==> config.mk <==
export PLATFORM = sky130hd
export DESIGN_NAME = mag_cfg_thresh
export DESIGN_NICKNAME = d
export VERILOG_FILES = /design/src/design/mag_cfg_pkg.sv /design/src/design/mag_cfg_thresh.sv /design/src/design/idle_timer.sv
export VERILOG_INCLUDE_DIRS = /design/src /design/src/design
export SDC_FILE = /design/constraint.sdc
export NUM_CORES = 1
export LEC_CHECK = 0
export BUFFER_PORTS_ARGS = -buffer_cell sky130_fd_sc_hd__buf_4
export CORE_MARGIN = 3
export CORE_UTILIZATION = 55
export CTS_BUF_LIST = sky130_fd_sc_hd__clkbuf_2
export DETAILED_ROUTE_END_ITERATION = 10
export PLACE_DENSITY = 0.78
export SETUP_SLACK_MARGIN = 0.02
export SLEW_MARGIN = 40
export SYNTH_ARGS = -nofsm -noshare
export SYNTH_HDL_FRONTEND = slang
export SYNTH_SLANG_ARGS = --single-unit
==> constraint.sdc <==
create_clock -name clk_i -period 2.6 [get_ports clk_i]
set_clock_uncertainty 0.15 [all_clocks]
set_input_delay 0.26 -clock clk_i [delete_from_list [all_inputs] [get_ports clk_i]]
set_output_delay 0.26 -clock clk_i [all_outputs]
set_load 0.01 [all_outputs]
==> src/design/mag_cfg_map.svh <==
// offsets, field positions, reset values and timing counts of the
// magnetic configuration block; assumes a 20 MHz core clock
`ifndef MAG_CFG_MAP_SVH
`define MAG_CFG_MAP_SVH

// ****************************************************************
// register offsets
// ****************************************************************
`define OFS_CHANNEL_AND_IDLE 8'h02
`define OFS_THRESH_ANGLE_RANGE 8'h03
`define OFS_X_AXIS_LIMIT 8'h04
`define OFS_Y_AXIS_LIMIT 8'h05
`define REG_RESET 8'h00
`define CFG2_WRITE_MASK 8'h7F

// ****************************************************************
// field positions
// ****************************************************************
`define CH_SEL_HI 7
`define CH_SEL_LO 4
`define IDLE_SEL_HI 3
`define IDLE_SEL_LO 0
`define CROSS_CNT_BIT 6
`define DIR_BIT 5
`define GAIN_AXIS_BIT 4
`define ANGLE_HI 3
`define ANGLE_LO 2
`define XY_RANGE_BIT 1
`define Z_RANGE_BIT 0

// ****************************************************************
// codes and counts
// ****************************************************************
`define CH_FIRST_RESERVED 4'hC
`define POWER_WAKE_SLEEP 2'h3
`define SHAPE_SIGNED 3'h0
`define SHAPE_MAGNITUDE 3'h1
`define CROSS_MANY 3'h4
`define CROSS_ONE 3'h1

// ****************************************************************
// timing
// ****************************************************************
`define CLK_PERIOD_NS 50
`define NS_PER_MS 1000000
`define IDLE_MS_0 15'h0001
`define IDLE_MS_1 15'h0005
`define IDLE_MS_2 15'h000A
`define IDLE_MS_3 15'h000F
`define IDLE_MS_4 15'h0014
`define IDLE_MS_5 15'h001E
`define IDLE_MS_6 15'h0032
`define IDLE_MS_7 15'h0064
`define IDLE_MS_8 15'h01F4
`define IDLE_MS_9 15'h03E8
`define IDLE_MS_A 15'h07D0
`define IDLE_MS_B 15'h01F4
`define IDLE_MS_C 15'h4E20

`endif

==> src/design/mag_cfg_pkg.sv <==
// types shared by the magnetic configuration block
// assumes nothing beyond a SystemVerilog compiler
package mag_cfg_pkg;

   // ****************************************************************
   // axis and state types
   // ****************************************************************
   typedef enum logic [1:0] {
      AXIS_NONE = 2'h0,
      AXIS_X = 2'h1,
      AXIS_Y = 2'h2,
      AXIS_Z = 2'h3
   } axis_t;

   typedef enum logic [1:0] {
      ST_IDLE = 2'h0,
      ST_CONVERT = 2'h1,
      ST_WAIT = 2'h3
   } seq_state_t;

   typedef enum logic [1:0] {
      PWR_STANDBY = 2'h0,
      PWR_SLEEP = 2'h1,
      PWR_CONTINUOUS = 2'h2,
      PWR_WAKE_SLEEP = 2'h3
   } power_t;

endpackage : mag_cfg_pkg

==> src/design/mag_cfg_thresh.sv <==
// Operation
// - four-bit channel code picks converted axes
// - codes 8 to B repeat an axis
// - idle interval applies only in wake-sleep
// - idle code maps to fixed milliseconds
// - one or four crossings raise event
// - direction bit picks above or below
// - gain goes to first or second axis
// - angle pair selects axes or disables
// - bit one doubles X and Y range
// - bit zero doubles Z range
// - X limit is signed range-scaled code
// - Y limit scaled like X limit
// - all registers clear to zero on reset
// - power state encodes four modes
// - shape zero signed, one magnitude pair
//
// magnetic axis configuration, conversion sequencing and threshold
// events; assumes a register port from the serial slave, an analog
// front end answering each request, and both on the core clock
`timescale 1ns/10ps
`include "mag_cfg_map.svh"

module mag_cfg_thresh #(
   parameter int unsigned cycles_per_ms = `NS_PER_MS / `CLK_PERIOD_NS
) (
   input wire logic clk_i,
   input wire logic reset_i,
   input wire logic [7:0] reg_addr_i,
   input wire logic reg_wr_i,
   input wire logic [7:0] reg_wdata_i,
   input wire logic reg_rd_i,
   output logic [7:0] reg_rdata_o,
   input wire logic [1:0] power_state_i,
   input wire logic [2:0] threshold_shape_i,
   input wire logic trigger_i,
   output logic convert_req_o,
   output logic [1:0] convert_axis_o,
   input wire logic convert_done_i,
   input wire logic [11:0] result_i,
   output logic threshold_event_o,
   output logic angle_enable_o,
   output logic [1:0] angle_first_axis_o,
   output logic [1:0] angle_second_axis_o,
   output logic [1:0] gain_axis_o,
   output logic xy_range_o,
   output logic z_range_o
);

   // ****************************************************************
   // register file
   // ****************************************************************
   logic [7:0] chan_idle_cfg, next_chan_idle_cfg;
   logic [7:0] thr_cfg, next_thr_cfg;
   logic [7:0] x_limit_code, next_x_limit_code;
   logic [7:0] y_limit_code, next_y_limit_code;
   logic [7:0] next_rdata;

   always_comb begin
      next_chan_idle_cfg = chan_idle_cfg;
      next_thr_cfg = thr_cfg;
      next_x_limit_code = x_limit_code;
      next_y_limit_code = y_limit_code;
      next_rdata = reg_rdata_o;
      if (reg_wr_i) begin
         unique case (reg_addr_i)
            `OFS_CHANNEL_AND_IDLE: next_chan_idle_cfg = reg_wdata_i;
            `OFS_THRESH_ANGLE_RANGE:
               next_thr_cfg = reg_wdata_i & `CFG2_WRITE_MASK;
            `OFS_X_AXIS_LIMIT: next_x_limit_code = reg_wdata_i;
            `OFS_Y_AXIS_LIMIT: next_y_limit_code = reg_wdata_i;
            default: next_rdata = reg_rdata_o;
         endcase
      end
      if (reg_rd_i) begin
         unique case (reg_addr_i)
            `OFS_CHANNEL_AND_IDLE: next_rdata = chan_idle_cfg;
            `OFS_THRESH_ANGLE_RANGE: next_rdata = thr_cfg;
            `OFS_X_AXIS_LIMIT: next_rdata = x_limit_code;
            `OFS_Y_AXIS_LIMIT: next_rdata = y_limit_code;
            default: next_rdata = 8'h00;
         endcase
      end
   end

   always_ff @(posedge clk_i) begin
      if (reset_i) begin
         chan_idle_cfg <= `REG_RESET;
         thr_cfg <= `REG_RESET;
         x_limit_code <= `REG_RESET;
         y_limit_code <= `REG_RESET;
         reg_rdata_o <= 8'h00;
      end else begin
         chan_idle_cfg <= next_chan_idle_cfg;
         thr_cfg <= next_thr_cfg;
         x_limit_code <= next_x_limit_code;
         y_limit_code <= next_y_limit_code;
         reg_rdata_o <= next_rdata;
      end
   end

   // ****************************************************************
   // field decode
   // ****************************************************************
   logic [3:0] channel_code;
   logic [3:0] idle_interval_select;
   logic crossing_count_select;
   logic threshold_direction;
   logic gain_axis_select;
   logic [1:0] angle_pair;

   assign channel_code = chan_idle_cfg[`CH_SEL_HI:`CH_SEL_LO];
   assign idle_interval_select = chan_idle_cfg[`IDLE_SEL_HI:`IDLE_SEL_LO];
   assign crossing_count_select = thr_cfg[`CROSS_CNT_BIT];
   assign threshold_direction = thr_cfg[`DIR_BIT];
   assign gain_axis_select = thr_cfg[`GAIN_AXIS_BIT];
   assign angle_pair = thr_cfg[`ANGLE_HI:`ANGLE_LO];
   assign xy_range_o = thr_cfg[`XY_RANGE_BIT];
   assign z_range_o = thr_cfg[`Z_RANGE_BIT];

   always_comb begin
      angle_enable_o = 1'b1;
      unique case (angle_pair)
         2'h1: begin
            angle_first_axis_o = mag_cfg_pkg::AXIS_X;
            angle_second_axis_o = mag_cfg_pkg::AXIS_Y;
         end
         2'h2: begin
            angle_first_axis_o = mag_cfg_pkg::AXIS_Y;
            angle_second_axis_o = mag_cfg_pkg::AXIS_Z;
         end
         2'h3: begin
            angle_first_axis_o = mag_cfg_pkg::AXIS_X;
            angle_second_axis_o = mag_cfg_pkg::AXIS_Z;
         end
         2'h0: begin
            angle_enable_o = 1'b0;
            angle_first_axis_o = mag_cfg_pkg::AXIS_NONE;
            angle_second_axis_o = mag_cfg_pkg::AXIS_NONE;
         end
      endcase
      gain_axis_o = gain_axis_select ? angle_second_axis_o
                                     : angle_first_axis_o;
   end

   // ****************************************************************
   // channel sequence table
   // ****************************************************************
   logic [5:0] seq_axes;
   logic [1:0] seq_len;

   always_comb begin
      seq_len = 2'h3;
      unique case (channel_code)
         4'h1: {seq_len, seq_axes} = {2'h1, 6'b00_00_01};
         4'h2: {seq_len, seq_axes} = {2'h1, 6'b00_00_10};
         4'h3: {seq_len, seq_axes} = {2'h2, 6'b00_10_01};
         4'h4: {seq_len, seq_axes} = {2'h1, 6'b00_00_11};
         4'h5: {seq_len, seq_axes} = {2'h2, 6'b00_11_01};
         4'h6: {seq_len, seq_axes} = {2'h2, 6'b00_11_10};
         4'h7: seq_axes = 6'b11_10_01;
         4'h8: seq_axes = 6'b01_10_01;
         4'h9: seq_axes = 6'b10_01_10;
         4'hA: seq_axes = 6'b10_11_10;
         4'hB: seq_axes = 6'b01_11_01;
         default: {seq_len, seq_axes} = {2'h0, 6'b00_00_00};
      endcase
   end

   // ****************************************************************
   // conversion sequencer
   // ****************************************************************
   mag_cfg_pkg::seq_state_t state, next_state;
   logic [1:0] idx, next_idx;
   logic start_ok;
   logic timer_start;
   logic timer_done;
   logic wake_sleep;

   assign wake_sleep = power_state_i == `POWER_WAKE_SLEEP;

   always_comb begin
      unique case (mag_cfg_pkg::power_t'(power_state_i))
         mag_cfg_pkg::PWR_STANDBY: start_ok = trigger_i;
         mag_cfg_pkg::PWR_SLEEP: start_ok = 1'b0;
         mag_cfg_pkg::PWR_CONTINUOUS: start_ok = 1'b1;
         mag_cfg_pkg::PWR_WAKE_SLEEP: start_ok = 1'b1;
      endcase
   end

   assign convert_req_o = state == mag_cfg_pkg::ST_CONVERT;
   assign convert_axis_o = convert_req_o ? seq_axes[idx*2 +: 2] : 2'h0;

   always_comb begin
      next_state = state;
      next_idx = idx;
      timer_start = 1'b0;
      unique case (state)
         mag_cfg_pkg::ST_IDLE: begin
            if (start_ok && seq_len != 2'h0) begin
               next_state = mag_cfg_pkg::ST_CONVERT;
               next_idx = 2'h0;
            end
         end
         mag_cfg_pkg::ST_CONVERT: begin
            if (convert_done_i) begin
               if (idx == seq_len - 2'h1) begin
                  next_idx = 2'h0;
                  if (wake_sleep) begin
                     next_state = mag_cfg_pkg::ST_WAIT;
                     timer_start = 1'b1;
                  end else begin
                     next_state = mag_cfg_pkg::ST_IDLE;
                  end
               end else begin
                  next_idx = idx + 2'h1;
               end
            end
         end
         mag_cfg_pkg::ST_WAIT: begin
            if (timer_done || !wake_sleep) begin
               next_state = mag_cfg_pkg::ST_IDLE;
            end
         end
         default: next_state = mag_cfg_pkg::ST_IDLE;
      endcase
   end

   always_ff @(posedge clk_i) begin
      if (reset_i) begin
         state <= mag_cfg_pkg::ST_IDLE;
         idx <= 2'h0;
      end else begin
         state <= next_state;
         idx <= next_idx;
      end
   end

   idle_timer #(
      .cycles_per_ms(cycles_per_ms)
   ) u_idle_timer (
      .clk_i(clk_i),
      .reset_i(reset_i),
      .start_i(timer_start),
      .code_i(idle_interval_select),
      .done_o(timer_done)
   );

   // ****************************************************************
   // per-axis limit check
   // ****************************************************************
   logic [1:0] met_q;
   logic [1:0] crossing;
   logic signed [8:0] sample9;

   // top eight bits of a full-scale sample step by range/128
   assign sample9 = {result_i[11], result_i[11:4]};

   for (genvar g = 0; g < 2; g++) begin : g_axis
      logic [7:0] code;
      logic signed [8:0] lim9;
      logic signed [8:0] mag9;
      logic hit;
      logic met, next_met;
      logic sampled;

      assign code = (g == 0) ? x_limit_code : y_limit_code;
      assign lim9 = {code[7], code};
      assign mag9 = {2'b00, code[6:0]};
      assign sampled = convert_done_i && convert_req_o
         && convert_axis_o == ((g == 0) ? 2'h1 : 2'h2);

      always_comb begin
         hit = 1'b0;
         if (code != 8'h00) begin
            unique case (threshold_shape_i)
               `SHAPE_SIGNED: hit = threshold_direction ?
                  (sample9 < lim9) : (sample9 > lim9);
               `SHAPE_MAGNITUDE: hit = (sample9 > mag9)
                  || (sample9 < -mag9);
               default: hit = 1'b0;
            endcase
         end
         next_met = sampled ? hit : met;
      end

      always_ff @(posedge clk_i) begin
         if (reset_i) begin
            met <= 1'b0;
         end else begin
            met <= next_met;
         end
      end

      assign met_q[g] = met;
      assign crossing[g] = sampled && hit && !met;
   end

   // ****************************************************************
   // crossing counter
   // ****************************************************************
   logic [2:0] cross_cnt, next_cross_cnt;
   logic [2:0] cross_need;
   logic next_event;

   assign cross_need = crossing_count_select ? `CROSS_MANY
                                             : `CROSS_ONE;

   always_comb begin
      next_cross_cnt = cross_cnt;
      next_event = 1'b0;
      if (crossing != 2'b00) begin
         if (cross_cnt + 3'h1 >= cross_need) begin
            next_cross_cnt = 3'h0;
            next_event = 1'b1;
         end else begin
            next_cross_cnt = cross_cnt + 3'h1;
         end
      end
   end

   always_ff @(posedge clk_i) begin
      if (reset_i) begin
         cross_cnt <= 3'h0;
         threshold_event_o <= 1'b0;
      end else begin
         cross_cnt <= next_cross_cnt;
         threshold_event_o <= next_event;
      end
   end

   // ****************************************************************
   // checks
   // ****************************************************************
   property p_reset_clear;
      @(posedge clk_i) reset_i |=> (chan_idle_cfg == 8'h00
         && thr_cfg == 8'h00 && x_limit_code == 8'h00
         && y_limit_code == 8'h00);
   endproperty
   a_reset_clear: assert property (p_reset_clear)
      else $error("registers not cleared by reset");

   property p_single_x;
      @(posedge clk_i) disable iff (reset_i)
      (convert_req_o && channel_code == 4'h1) |-> convert_axis_o == 2'h1;
   endproperty
   a_single_x: assert property (p_single_x)
      else $error("code 1 did not convert X");

   property p_repeat_xyx;
      @(posedge clk_i) disable iff (reset_i)
      (convert_req_o && channel_code == 4'h8 && idx != 2'h1)
         |-> convert_axis_o == 2'h1;
   endproperty
   a_repeat_xyx: assert property (p_repeat_xyx)
      else $error("code 8 outer conversions not X");

   property p_reserved_idle;
      @(posedge clk_i) disable iff (reset_i)
      (state == mag_cfg_pkg::ST_IDLE && channel_code >= `CH_FIRST_RESERVED)
         |=> !convert_req_o;
   endproperty
   a_reserved_idle: assert property (p_reserved_idle)
      else $error("reserved channel code started a conversion");

   property p_wait_only_ws;
      @(posedge clk_i) disable iff (reset_i)
      $rose(state == mag_cfg_pkg::ST_WAIT) |-> $past(wake_sleep);
   endproperty
   a_wait_only_ws: assert property (p_wait_only_ws)
      else $error("idle wait outside wake-sleep mode");

   property p_zero_limit;
      @(posedge clk_i) disable iff (reset_i)
      (x_limit_code == 8'h00 && g_axis[0].sampled) |=> !met_q[0];
   endproperty
   a_zero_limit: assert property (p_zero_limit)
      else $error("zero limit still compared");

   property p_one_crossing;
      @(posedge clk_i) disable iff (reset_i)
      (crossing != 2'b00 && !crossing_count_select) |=> threshold_event_o;
   endproperty
   a_one_crossing: assert property (p_one_crossing)
      else $error("single crossing did not raise event");

   property p_four_crossing;
      @(posedge clk_i) disable iff (reset_i)
      (crossing != 2'b00 && crossing_count_select && cross_cnt < 3'h3)
         |=> !threshold_event_o;
   endproperty
   a_four_crossing: assert property (p_four_crossing)
      else $error("event before fourth crossing");

   property p_above;
      @(posedge clk_i) disable iff (reset_i)
      (g_axis[0].sampled && threshold_shape_i == `SHAPE_SIGNED
         && !threshold_direction && x_limit_code != 8'h00
         && sample9 > $signed({x_limit_code[7], x_limit_code}))
         |=> met_q[0];
   endproperty
   a_above: assert property (p_above)
      else $error("field above X limit not detected");

   property p_angle_off;
      @(posedge clk_i) disable iff (reset_i)
      (angle_pair == 2'h0) |-> (!angle_enable_o && gain_axis_o == 2'h0);
   endproperty
   a_angle_off: assert property (p_angle_off)
      else $error("angle active with pair code zero");

   c_wait: cover property (@(posedge clk_i) disable iff (reset_i)
      state == mag_cfg_pkg::ST_WAIT ##1 state == mag_cfg_pkg::ST_IDLE);
   c_event: cover property (@(posedge clk_i) disable iff (reset_i)
      threshold_event_o && crossing_count_select);
   c_repeat: cover property (@(posedge clk_i) disable iff (reset_i)
      convert_req_o && channel_code == 4'hB && idx == 2'h2);

endmodule : mag_cfg_thresh

==> src/design/idle_timer.sv <==
// idle interval timer between conversion sequences
// assumes start_i pulses once per interval on the core clock
`timescale 1ns/10ps
`include "mag_cfg_map.svh"

module idle_timer #(
   parameter int unsigned cycles_per_ms = `NS_PER_MS / `CLK_PERIOD_NS
) (
   input wire logic clk_i,
   input wire logic reset_i,
   input wire logic start_i,
   input wire logic [3:0] code_i,
   output logic done_o
);

   // ****************************************************************
   // interval table
   // ****************************************************************
   function automatic logic [14:0] interval_ms(input logic [3:0] c);
      unique case (c)
         4'h0: interval_ms = `IDLE_MS_0;
         4'h1: interval_ms = `IDLE_MS_1;
         4'h2: interval_ms = `IDLE_MS_2;
         4'h3: interval_ms = `IDLE_MS_3;
         4'h4: interval_ms = `IDLE_MS_4;
         4'h5: interval_ms = `IDLE_MS_5;
         4'h6: interval_ms = `IDLE_MS_6;
         4'h7: interval_ms = `IDLE_MS_7;
         4'h8: interval_ms = `IDLE_MS_8;
         4'h9: interval_ms = `IDLE_MS_9;
         4'hA: interval_ms = `IDLE_MS_A;
         4'hB: interval_ms = `IDLE_MS_B;
         default: interval_ms = `IDLE_MS_C;
      endcase
   endfunction : interval_ms

   // ****************************************************************
   // counters
   // ****************************************************************
   logic busy, next_busy;
   logic [31:0] presc, next_presc;
   logic [14:0] ms_left, next_ms_left;
   logic next_done;

   always_comb begin
      next_busy = busy;
      next_presc = presc;
      next_ms_left = ms_left;
      next_done = 1'b0;
      if (start_i) begin
         next_busy = 1'b1;
         next_presc = 32'h0000_0000;
         next_ms_left = interval_ms(code_i);
      end else if (busy) begin
         if (presc == cycles_per_ms - 1) begin
            next_presc = 32'h0000_0000;
            next_ms_left = ms_left - 15'h0001;
            if (ms_left == 15'h0001) begin
               next_busy = 1'b0;
               next_done = 1'b1;
            end
         end else begin
            next_presc = presc + 32'h0000_0001;
         end
      end
   end

   always_ff @(posedge clk_i) begin
      if (reset_i) begin
         busy <= 1'b0;
         presc <= 32'h0000_0000;
         ms_left <= 15'h0000;
         done_o <= 1'b0;
      end else begin
         busy <= next_busy;
         presc <= next_presc;
         ms_left <= next_ms_left;
         done_o <= next_done;
      end
   end

   // ****************************************************************
   // checks
   // ****************************************************************
   property p_one_ms_interval;
      @(posedge clk_i) disable iff (reset_i)
      (start_i && code_i == 4'h0 && cycles_per_ms == 2)
         |-> ##3 done_o;
   endproperty
   a_one_ms_interval: assert property (p_one_ms_interval)
      else $error("idle interval of one ms not timed");

endmodule : idle_timer

==> results.sh, run 1 <==
export IMPL_outcome="complete, but fails checks"
export IMPL_violations="setup timing"
export IMPL_synth_edf_count=0
export IMPL_leakage_uw=0.00336
export IMPL_hold_depth=6
export IMPL_hold_viol_final=0
export IMPL_critical_path_most_common_cell="nand3b_1"
export IMPL_synth_top_cell_area_share_pct=34.4
export IMPL_clk_path_buf_depth=2
export IMPL_ctsRootBufferMaster="clkbuf_2"
export IMPL_dieArea_mm2=0.0129
export IMPL_drcViolationCount=0
export IMPL_first_pass_iters=6
export IMPL_crit_arrival_ps=3280
export IMPL_place_area_mm2=0.00750
export IMPL_crit_required_ps=3010
export IMPL_endpoint="cross_cnt[1]$_SDFFE_PP0P_"
export IMPL_grt_pass1_vias=6363
export IMPL_syn_nets=871
export IMPL_synth_cell_type_count=69
export IMPL_drv_cap=0
export IMPL_critPathLaunchType="register"
export IMPL_dpl_hpwl_mm=12.4
export IMPL_io_pins=60
export IMPL_detail_route_antenna_nets=0
export IMPL_synthTopCellsByCount="dfxtp_1 (109), nor2_1 (100), nand2_1 (79)"
export IMPL_synth_area_top_cells="dfxtp_1 (34%), ha_1 (9.1%), nor2_1 (5.9%)"
export IMPL_syn_instance_count=786
export IMPL_wire_per_inst_um=17.5
export IMPL_grt_pass1_wl_mm=29.1
export IMPL_p_per_area_mw_per_mm2=322
export IMPL_track_usage_pct=27.7
export IMPL_synth_seq_cells=109
export IMPL_finalMaxSlewViolations=0
export IMPL_multi_input_area_mm2=0.00441
export IMPL_setup_tns_ps=-1550
export IMPL_clk_pin_slew_ps=280
export IMPL_yosysTopAreaCell="dfxtp_1"
export IMPL_max_vdd_ir_drop_mv=0.259
export IMPL_core_area_mm2=0.0110
export IMPL_max_slew_margin_rel_pct=54.4
export IMPL_crit_chain="inv_2 > ha_4 > nand4_1 > xnor2_1 > ha_1 > a21o_1 > a21oi_2 > nand3b_1 > a211o_1 > a31oi_4 > a32oi_2 > buf_4 > nand3b_1 > a21oi_1"
export IMPL_drive_above_1_share_pct=32.4
export IMPL_synth_most_common_cell="dfxtp_1"
export IMPL_critPathMaxStageDelay_ps=390
export IMPL_grt_overflow=0
export IMPL_htreeDepth=3
export IMPL_yosys_warnings=0
export IMPL_cts_made_buffers=9
export IMPL_gp_congestion=0.847
export IMPL_finalSetupViolCount=31
export IMPL_async_flop_share_pct=0
export IMPL_hold_class="in2reg"
export IMPL_fmax_mhz=348
export IMPL_dp_slack_ps=-291
export IMPL_worstRegToRegCells=14
export IMPL_fp_dieH_um=113
export IMPL_drt_iter0_drc=617
export IMPL_nFillCells=696
export IMPL_antenna_cells=0
export IMPL_syn_cell_area_mm2=0.00634
export IMPL_avgSynthCellArea_um2=8.07
export IMPL_post_route_period_util_pct=110
export IMPL_layout_nets=1030
export IMPL_row_count=38
export IMPL_reg2reg_slack_ps=-270
export IMPL_critPathCaptureType="register"
export IMPL_rsz0062_at_grt="true"
export IMPL_insertion_delay_ps=610
export IMPL_port_buffers=55
export IMPL_r2r_start="g_axis[1].code[1]$_SDFFE_PP0P_"
export IMPL_setup_slack_ps=-270
export IMPL_area_growth_syn_to_layout_pct=35.5
export IMPL_tritoncts="built"
export IMPL_tightest_slew_ps=679
export IMPL_postLayoutCoreUtil_pct=77.9
export IMPL_antenna_found_initial=0
export IMPL_period_needed_ps=2870
export IMPL_die_w_um=113
export IMPL_synthFlopType="dfxtp_1"
export IMPL_fin_area_mm2=0.00859
export IMPL_r2r_end="cross_cnt[1]$_SDFFE_PP0P_"
export IMPL_ys_seq_area_share_pct=34.4
export IMPL_register_area_mm2=0.00221
export IMPL_crit_type="reg2reg"
export IMPL_whs_ps=58.9
export IMPL_postRouteWirelength_mm=19.0
export IMPL_critPathLaunch="g_axis[1].code[1]$_SDFFE_PP0P_"
export IMPL_vias=6529
export IMPL_viasPerCell=5.99
export IMPL_critPathMaxFanout=5
export IMPL_initial_core_util_pct=57.5
export IMPL_grt_max_degree=49
export IMPL_cts_sinks=109
export IMPL_cp_slowest_cell="dfxtp_2"
layout by cell type, fill, tap and decap left out, drive strengths merged, types with 8 or more instances in the layout:
master,n
o211ai,8
nand4,13
and3,13
nor2,100
xnor2,22
dfxtp,109
buf,168
inv,39
nand2,79
nor4,9
nor3,16
nand2b,8
dlygate4sd3,15
nor2b,14
o21ai,11
xor2,33
ha,46
a22oi,17
a211oi,10
clkbuf,11
nand3,50
a21oi,70
stage by stage:
step           power, µW  std cells
5_1_grt             2850       1090
4_1_cts             2730       1085
6_report            2760       1090
2_1_floorplan       1820        786
3_5_place_dp        1920       1031
3_3_place_gp        1910       1031
routing by layer:
layer / share of wire, % / up-vias / track usage, %
met1: 41 / 3112 / 34.7
met3: 6.1 / 63 / 4.46
met5: 0 / - / 0
li1: - / 3082 / -
met4: 3.5 / 0 / 11.1
met2: 49 / 272 / 47.6
worst min path at each step:
stage / start / to / slack, ps
global placement: register / u_idle_timer.ms_left[1]$_SDFFE_PP0P_ / 280
floorplan: reg_wdata_i[1] / g_axis[1].code[1]$_SDFFE_PP0P_ / 250
detailed placement: register / u_idle_timer.ms_left[1]$_SDFFE_PP0P_ / 280
CTS: power_state_i[1] / idx[1]$_SDFFE_PP0P_ / 20
finish: threshold_shape_i[2] / threshold_event_o$_SDFF_PP0_ / 60
global route: threshold_shape_i[2] / threshold_event_o$_SDFF_PP0_ / 80
report_power, final:
| part | total (µW) | internal (µW) | switching [µW] |
|---|---|---|---|
| clock network | 801 | 226 | 575 |
| logic | 287 | 135 | 152 |
| registers | 1680 | 1680 | 1.10 |
| total | 2760 | 2040 | 728 |
layout make-up:
class                           instances  share of cell area [%]
Clock inverter                          6                   0.713
Multi-Input combinational cell        603                    51.3
Inverter                               38                    1.69
Timing Repair Buffer                  184                    18.0
Tap cell                              140                    2.04
Clock buffer                           10                   0.582
Sequential cell                       109                    25.7
logic make-up (layout without fill, tap and decap cells):
| family | after synthesis | in the layout | synth area share, % |
|---|---|---|---|
| mux | 8 | 8 | 1.28 |
| compound gates | 155 | 155 | 15.7 |
| fa+ha+maj | 47 | 47 | 9.25 |
| simple gates | 337 | 337 | 26.8 |
| xor+xnor | 56 | 56 | 7.95 |
| buf+inv | 74 | 238 | 4.62 |
| flops | 109 | 109 | 34.4 |
worst max-delay path, delay by kind of cell (launching register included):
family | cells | cell delay, ps
xor+xnor | 1 | 250
fa+ha+maj | 2 | 430
compound gates | 6 | 1030
flops | 1 | 390
simple gates | 3 | 350
buf+inv | 2 | 240
timing repair:
action,CTS,global route
setup endpoints to repair,52,58
hold buffers,15,0
pin swaps,25,53
hold endpoints to repair,40,0
buffers inserted,19,10
gates resized for setup,53,108
gates cloned,4,1
No activity file was read; power rests on OpenSTA's default activity.
==> inputs of run 2 (changes only) <==
--- a/config.mk
+++ b/config.mk
@@ -7,11 +7,13 @@
 export NUM_CORES = 1
 export LEC_CHECK = 0
 export BUFFER_PORTS_ARGS = -buffer_cell sky130_fd_sc_hd__buf_4
+export CELL_PAD_IN_SITES_DETAIL_PLACEMENT = 0
+export CELL_PAD_IN_SITES_GLOBAL_PLACEMENT = 1
 export CORE_MARGIN = 3
-export CORE_UTILIZATION = 55
+export CORE_UTILIZATION = 42
 export CTS_BUF_LIST = sky130_fd_sc_hd__clkbuf_2
 export DETAILED_ROUTE_END_ITERATION = 10
-export PLACE_DENSITY = 0.78
+export PLACE_DENSITY_LB_ADDON = 0.1
 export SETUP_SLACK_MARGIN = 0.02
 export SLEW_MARGIN = 40
 export SYNTH_ARGS = -nofsm -noshare
==> run 2 against run 1 <==
Against the previous run:
- routed wire length fell by 8.5%
- cell count rose by 4.7%
- setup slack improved by 86 ps
- the flow still finishes with violations (setup timing)
- non-clock buffer count rose by 7
- register-to-register slack improved by 90 ps
- count of clock-buffer cells in the layout fell by 1
- worst hold slack improved by 26 ps
==> results.sh, run 2 (synthesis results as in run 1) <==
export IMPL_htreeDepth=3
export IMPL_combPwrFrac_pct=9.7
export IMPL_p_seq_share_pct=62.6
export IMPL_p_sw_share_pct=27.4
export IMPL_whs_ps=84.9
export IMPL_dieArea_mm2=0.0166
export IMPL_cts_sinks=109
export IMPL_antenna_found_initial=0
export IMPL_hold_viol_final=0
export IMPL_tightest_slew_ps=623
export IMPL_finalMaxSlewViolations=0
export IMPL_grt_use_met1_pct=30.7
export IMPL_met2_usage_pct=33.1
export IMPL_p_per_area_mw_per_mm2=317
export IMPL_finalSetupViolCount=19
export IMPL_drive_above_1_share_pct=28.0
export IMPL_setup_tns_ps=-721
export IMPL_critPathCaptureType="register"
export IMPL_ctsRootBufferMaster="clkbuf_2"
export IMPL_post_route_period_util_pct=107
export IMPL_period_needed_ps=2780
export IMPL_postRouteWirelength_mm=17.4
export IMPL_dpl_hpwl_mm=12.8
export IMPL_drv_cap=0
export IMPL_power_frac_clock_pct=27.7
export IMPL_crit_type="reg2reg"
export IMPL_critPathMaxFanout=4
export IMPL_layout_nets=1037
export IMPL_rsz0062_at_grt="true"
export IMPL_drcViolationCount=0
export IMPL_track_usage_pct=21.2
export IMPL_initial_core_util_pct=43.3
export IMPL_viasPerCell=5.31
export IMPL_critPathLaunch="g_axis[1].code[0]$_SDFFE_PP0P_"
export IMPL_io_pins=60
export IMPL_row_count=44
export IMPL_top_usage_layer="met2"
export IMPL_hold_class="in2reg"
export IMPL_core_area_mm2=0.0146
export IMPL_wire_per_inst_um=15.3
export IMPL_instances_no_fill=1141
export IMPL_r2r_start="g_axis[1].code[0]$_SDFFE_PP0P_"
export IMPL_detail_route_antenna_nets=0
export IMPL_cts_made_buffers=9
export IMPL_final_cell_mix="buf_4 (162), dfxtp_1 (94), nor2_1 (86)"
export IMPL_max_slew_margin_rel_pct=58.2
export IMPL_fmax_mhz=359
export IMPL_crit_required_ps=3010
export IMPL_clk_path_buf_depth=2
export IMPL_critPathLaunchType="register"
export IMPL_grtUsageMet3_pct=2.57
export IMPL_tritoncts="built"
export IMPL_p_switching_uw=734
export IMPL_internal_power_uw=1950
export IMPL_placed_cells=1084
export IMPL_gp_congestion=0.832
export IMPL_final_common_cell="buf_4"
export IMPL_insertion_delay_ps=610
export IMPL_clk_pin_slew_ps=300
export IMPL_die_w_um=129
export IMPL_port_buffers=55
export IMPL_antenna_cells=0
export IMPL_grt_pass1_wl_mm=28.6
export IMPL_grt_pass1_vias=5890
export IMPL_grt_max_degree=46
export IMPL_area_growth_syn_to_layout_pct=33.1
export IMPL_grt_overflow=0
export IMPL_fp_dieH_um=129
export IMPL_first_pass_iters=7
export IMPL_crit_arrival_ps=3190
export IMPL_vias=6064
export IMPL_leakage_uw=0.00341
export IMPL_drt_iter0_drc=376
export IMPL_setup_slack_ps=-184
export IMPL_outcome="complete, but fails checks"
export IMPL_max_vdd_ir_drop_mv=0.181
export IMPL_min_from="reg_addr_i[4]"
export IMPL_violations="setup timing"
-- run 2: changes by cell type in the layout (fill, tap and decap cells not counted), moves of 3 or more --
| cell | delta |
|---|---|
| dlygate4sd3_1 | +6 |
| buf_4 | +10 |
| nor2_2 | -6 |
| nor4_2 | -3 |
| buf_16 | +3 |
| buf_6 | -9 |
| nor2_1 | +26 |
| nor2_4 | -20 |
-- run 2: final cells by class --
type	count	area (µm²)
fillers	1343	6200
well taps	184	230
repair buffers	191	1600
multi-input cells	603	4160
clock inverters	7	57.6
inverters	38	145
clock buffers	9	45.0
flip-flops and latches	109	2210
-- run 2: power groups by stage --
stage	sequential [µW]	combinational, µW	clock [µW]
after CTS	1680	255	774
final	1680	260	741
after global routing	1680	286	851
after floorplan	1710	107	0
after detailed placement	1710	212	0
after global placement	1710	205	0
-- run 2: critical path: stages, from the launching register on --
cell and delay, ps:
dfxtp_4 430, o31ai_1 290, nand2_1 100, ha_1 300, a21o_1 180, a21oi_1 150
a21oi_1 90, a211o_1 330, a31oi_4 170, a32oi_2 140, or3_1 320, a21oi_1 130
-- run 2: per-layer routing --
layer | up-vias | share of wire, %
met5 | - | 0
met4 | 0 | 1.3
met3 | 15 | 3.3
met2 | 107 | 45
met1 | 2835 | 50
li1 | 3107 | -
-- run 2: final timing paths --
check                                         endpoint  slack (ps)  depth (start not counted)
hold reg to reg   u_idle_timer.ms_left[1]$_SDFFE_PP0P_         280                          2
hold / removal           chan_idle_cfg[0]$_SDFFE_PP0P_          80                          5
setup reg to reg             cross_cnt[0]$_SDFFE_PP0P_        -180                         11
setup / recovery             cross_cnt[0]$_SDFFE_PP0P_        -180                         11
-- run 2: repair_timing --
item	4_1_cts	5_1_grt
endpoints found under the setup margin	45	56
setup buffers	12	5
cloned	4	0
hold buffers	21	0
pin swaps	36	20
endpoints found under the hold margin	63	0
resized for setup	50	27
-- run 2: stage by stage --
step           worst slack [ps]  total power (µW)  util [%]  area (µm²)
2_1_floorplan              -167              1820         -        6390
3_3_place_gp               -198              1910      52.0        7620
3_5_place_dp               -264              1920      52.0        7620
4_1_cts                    -182              2710      56.6        8290
5_1_grt                    -309              2820      57.7        8440
6_report                   -184              2680      57.7        8440
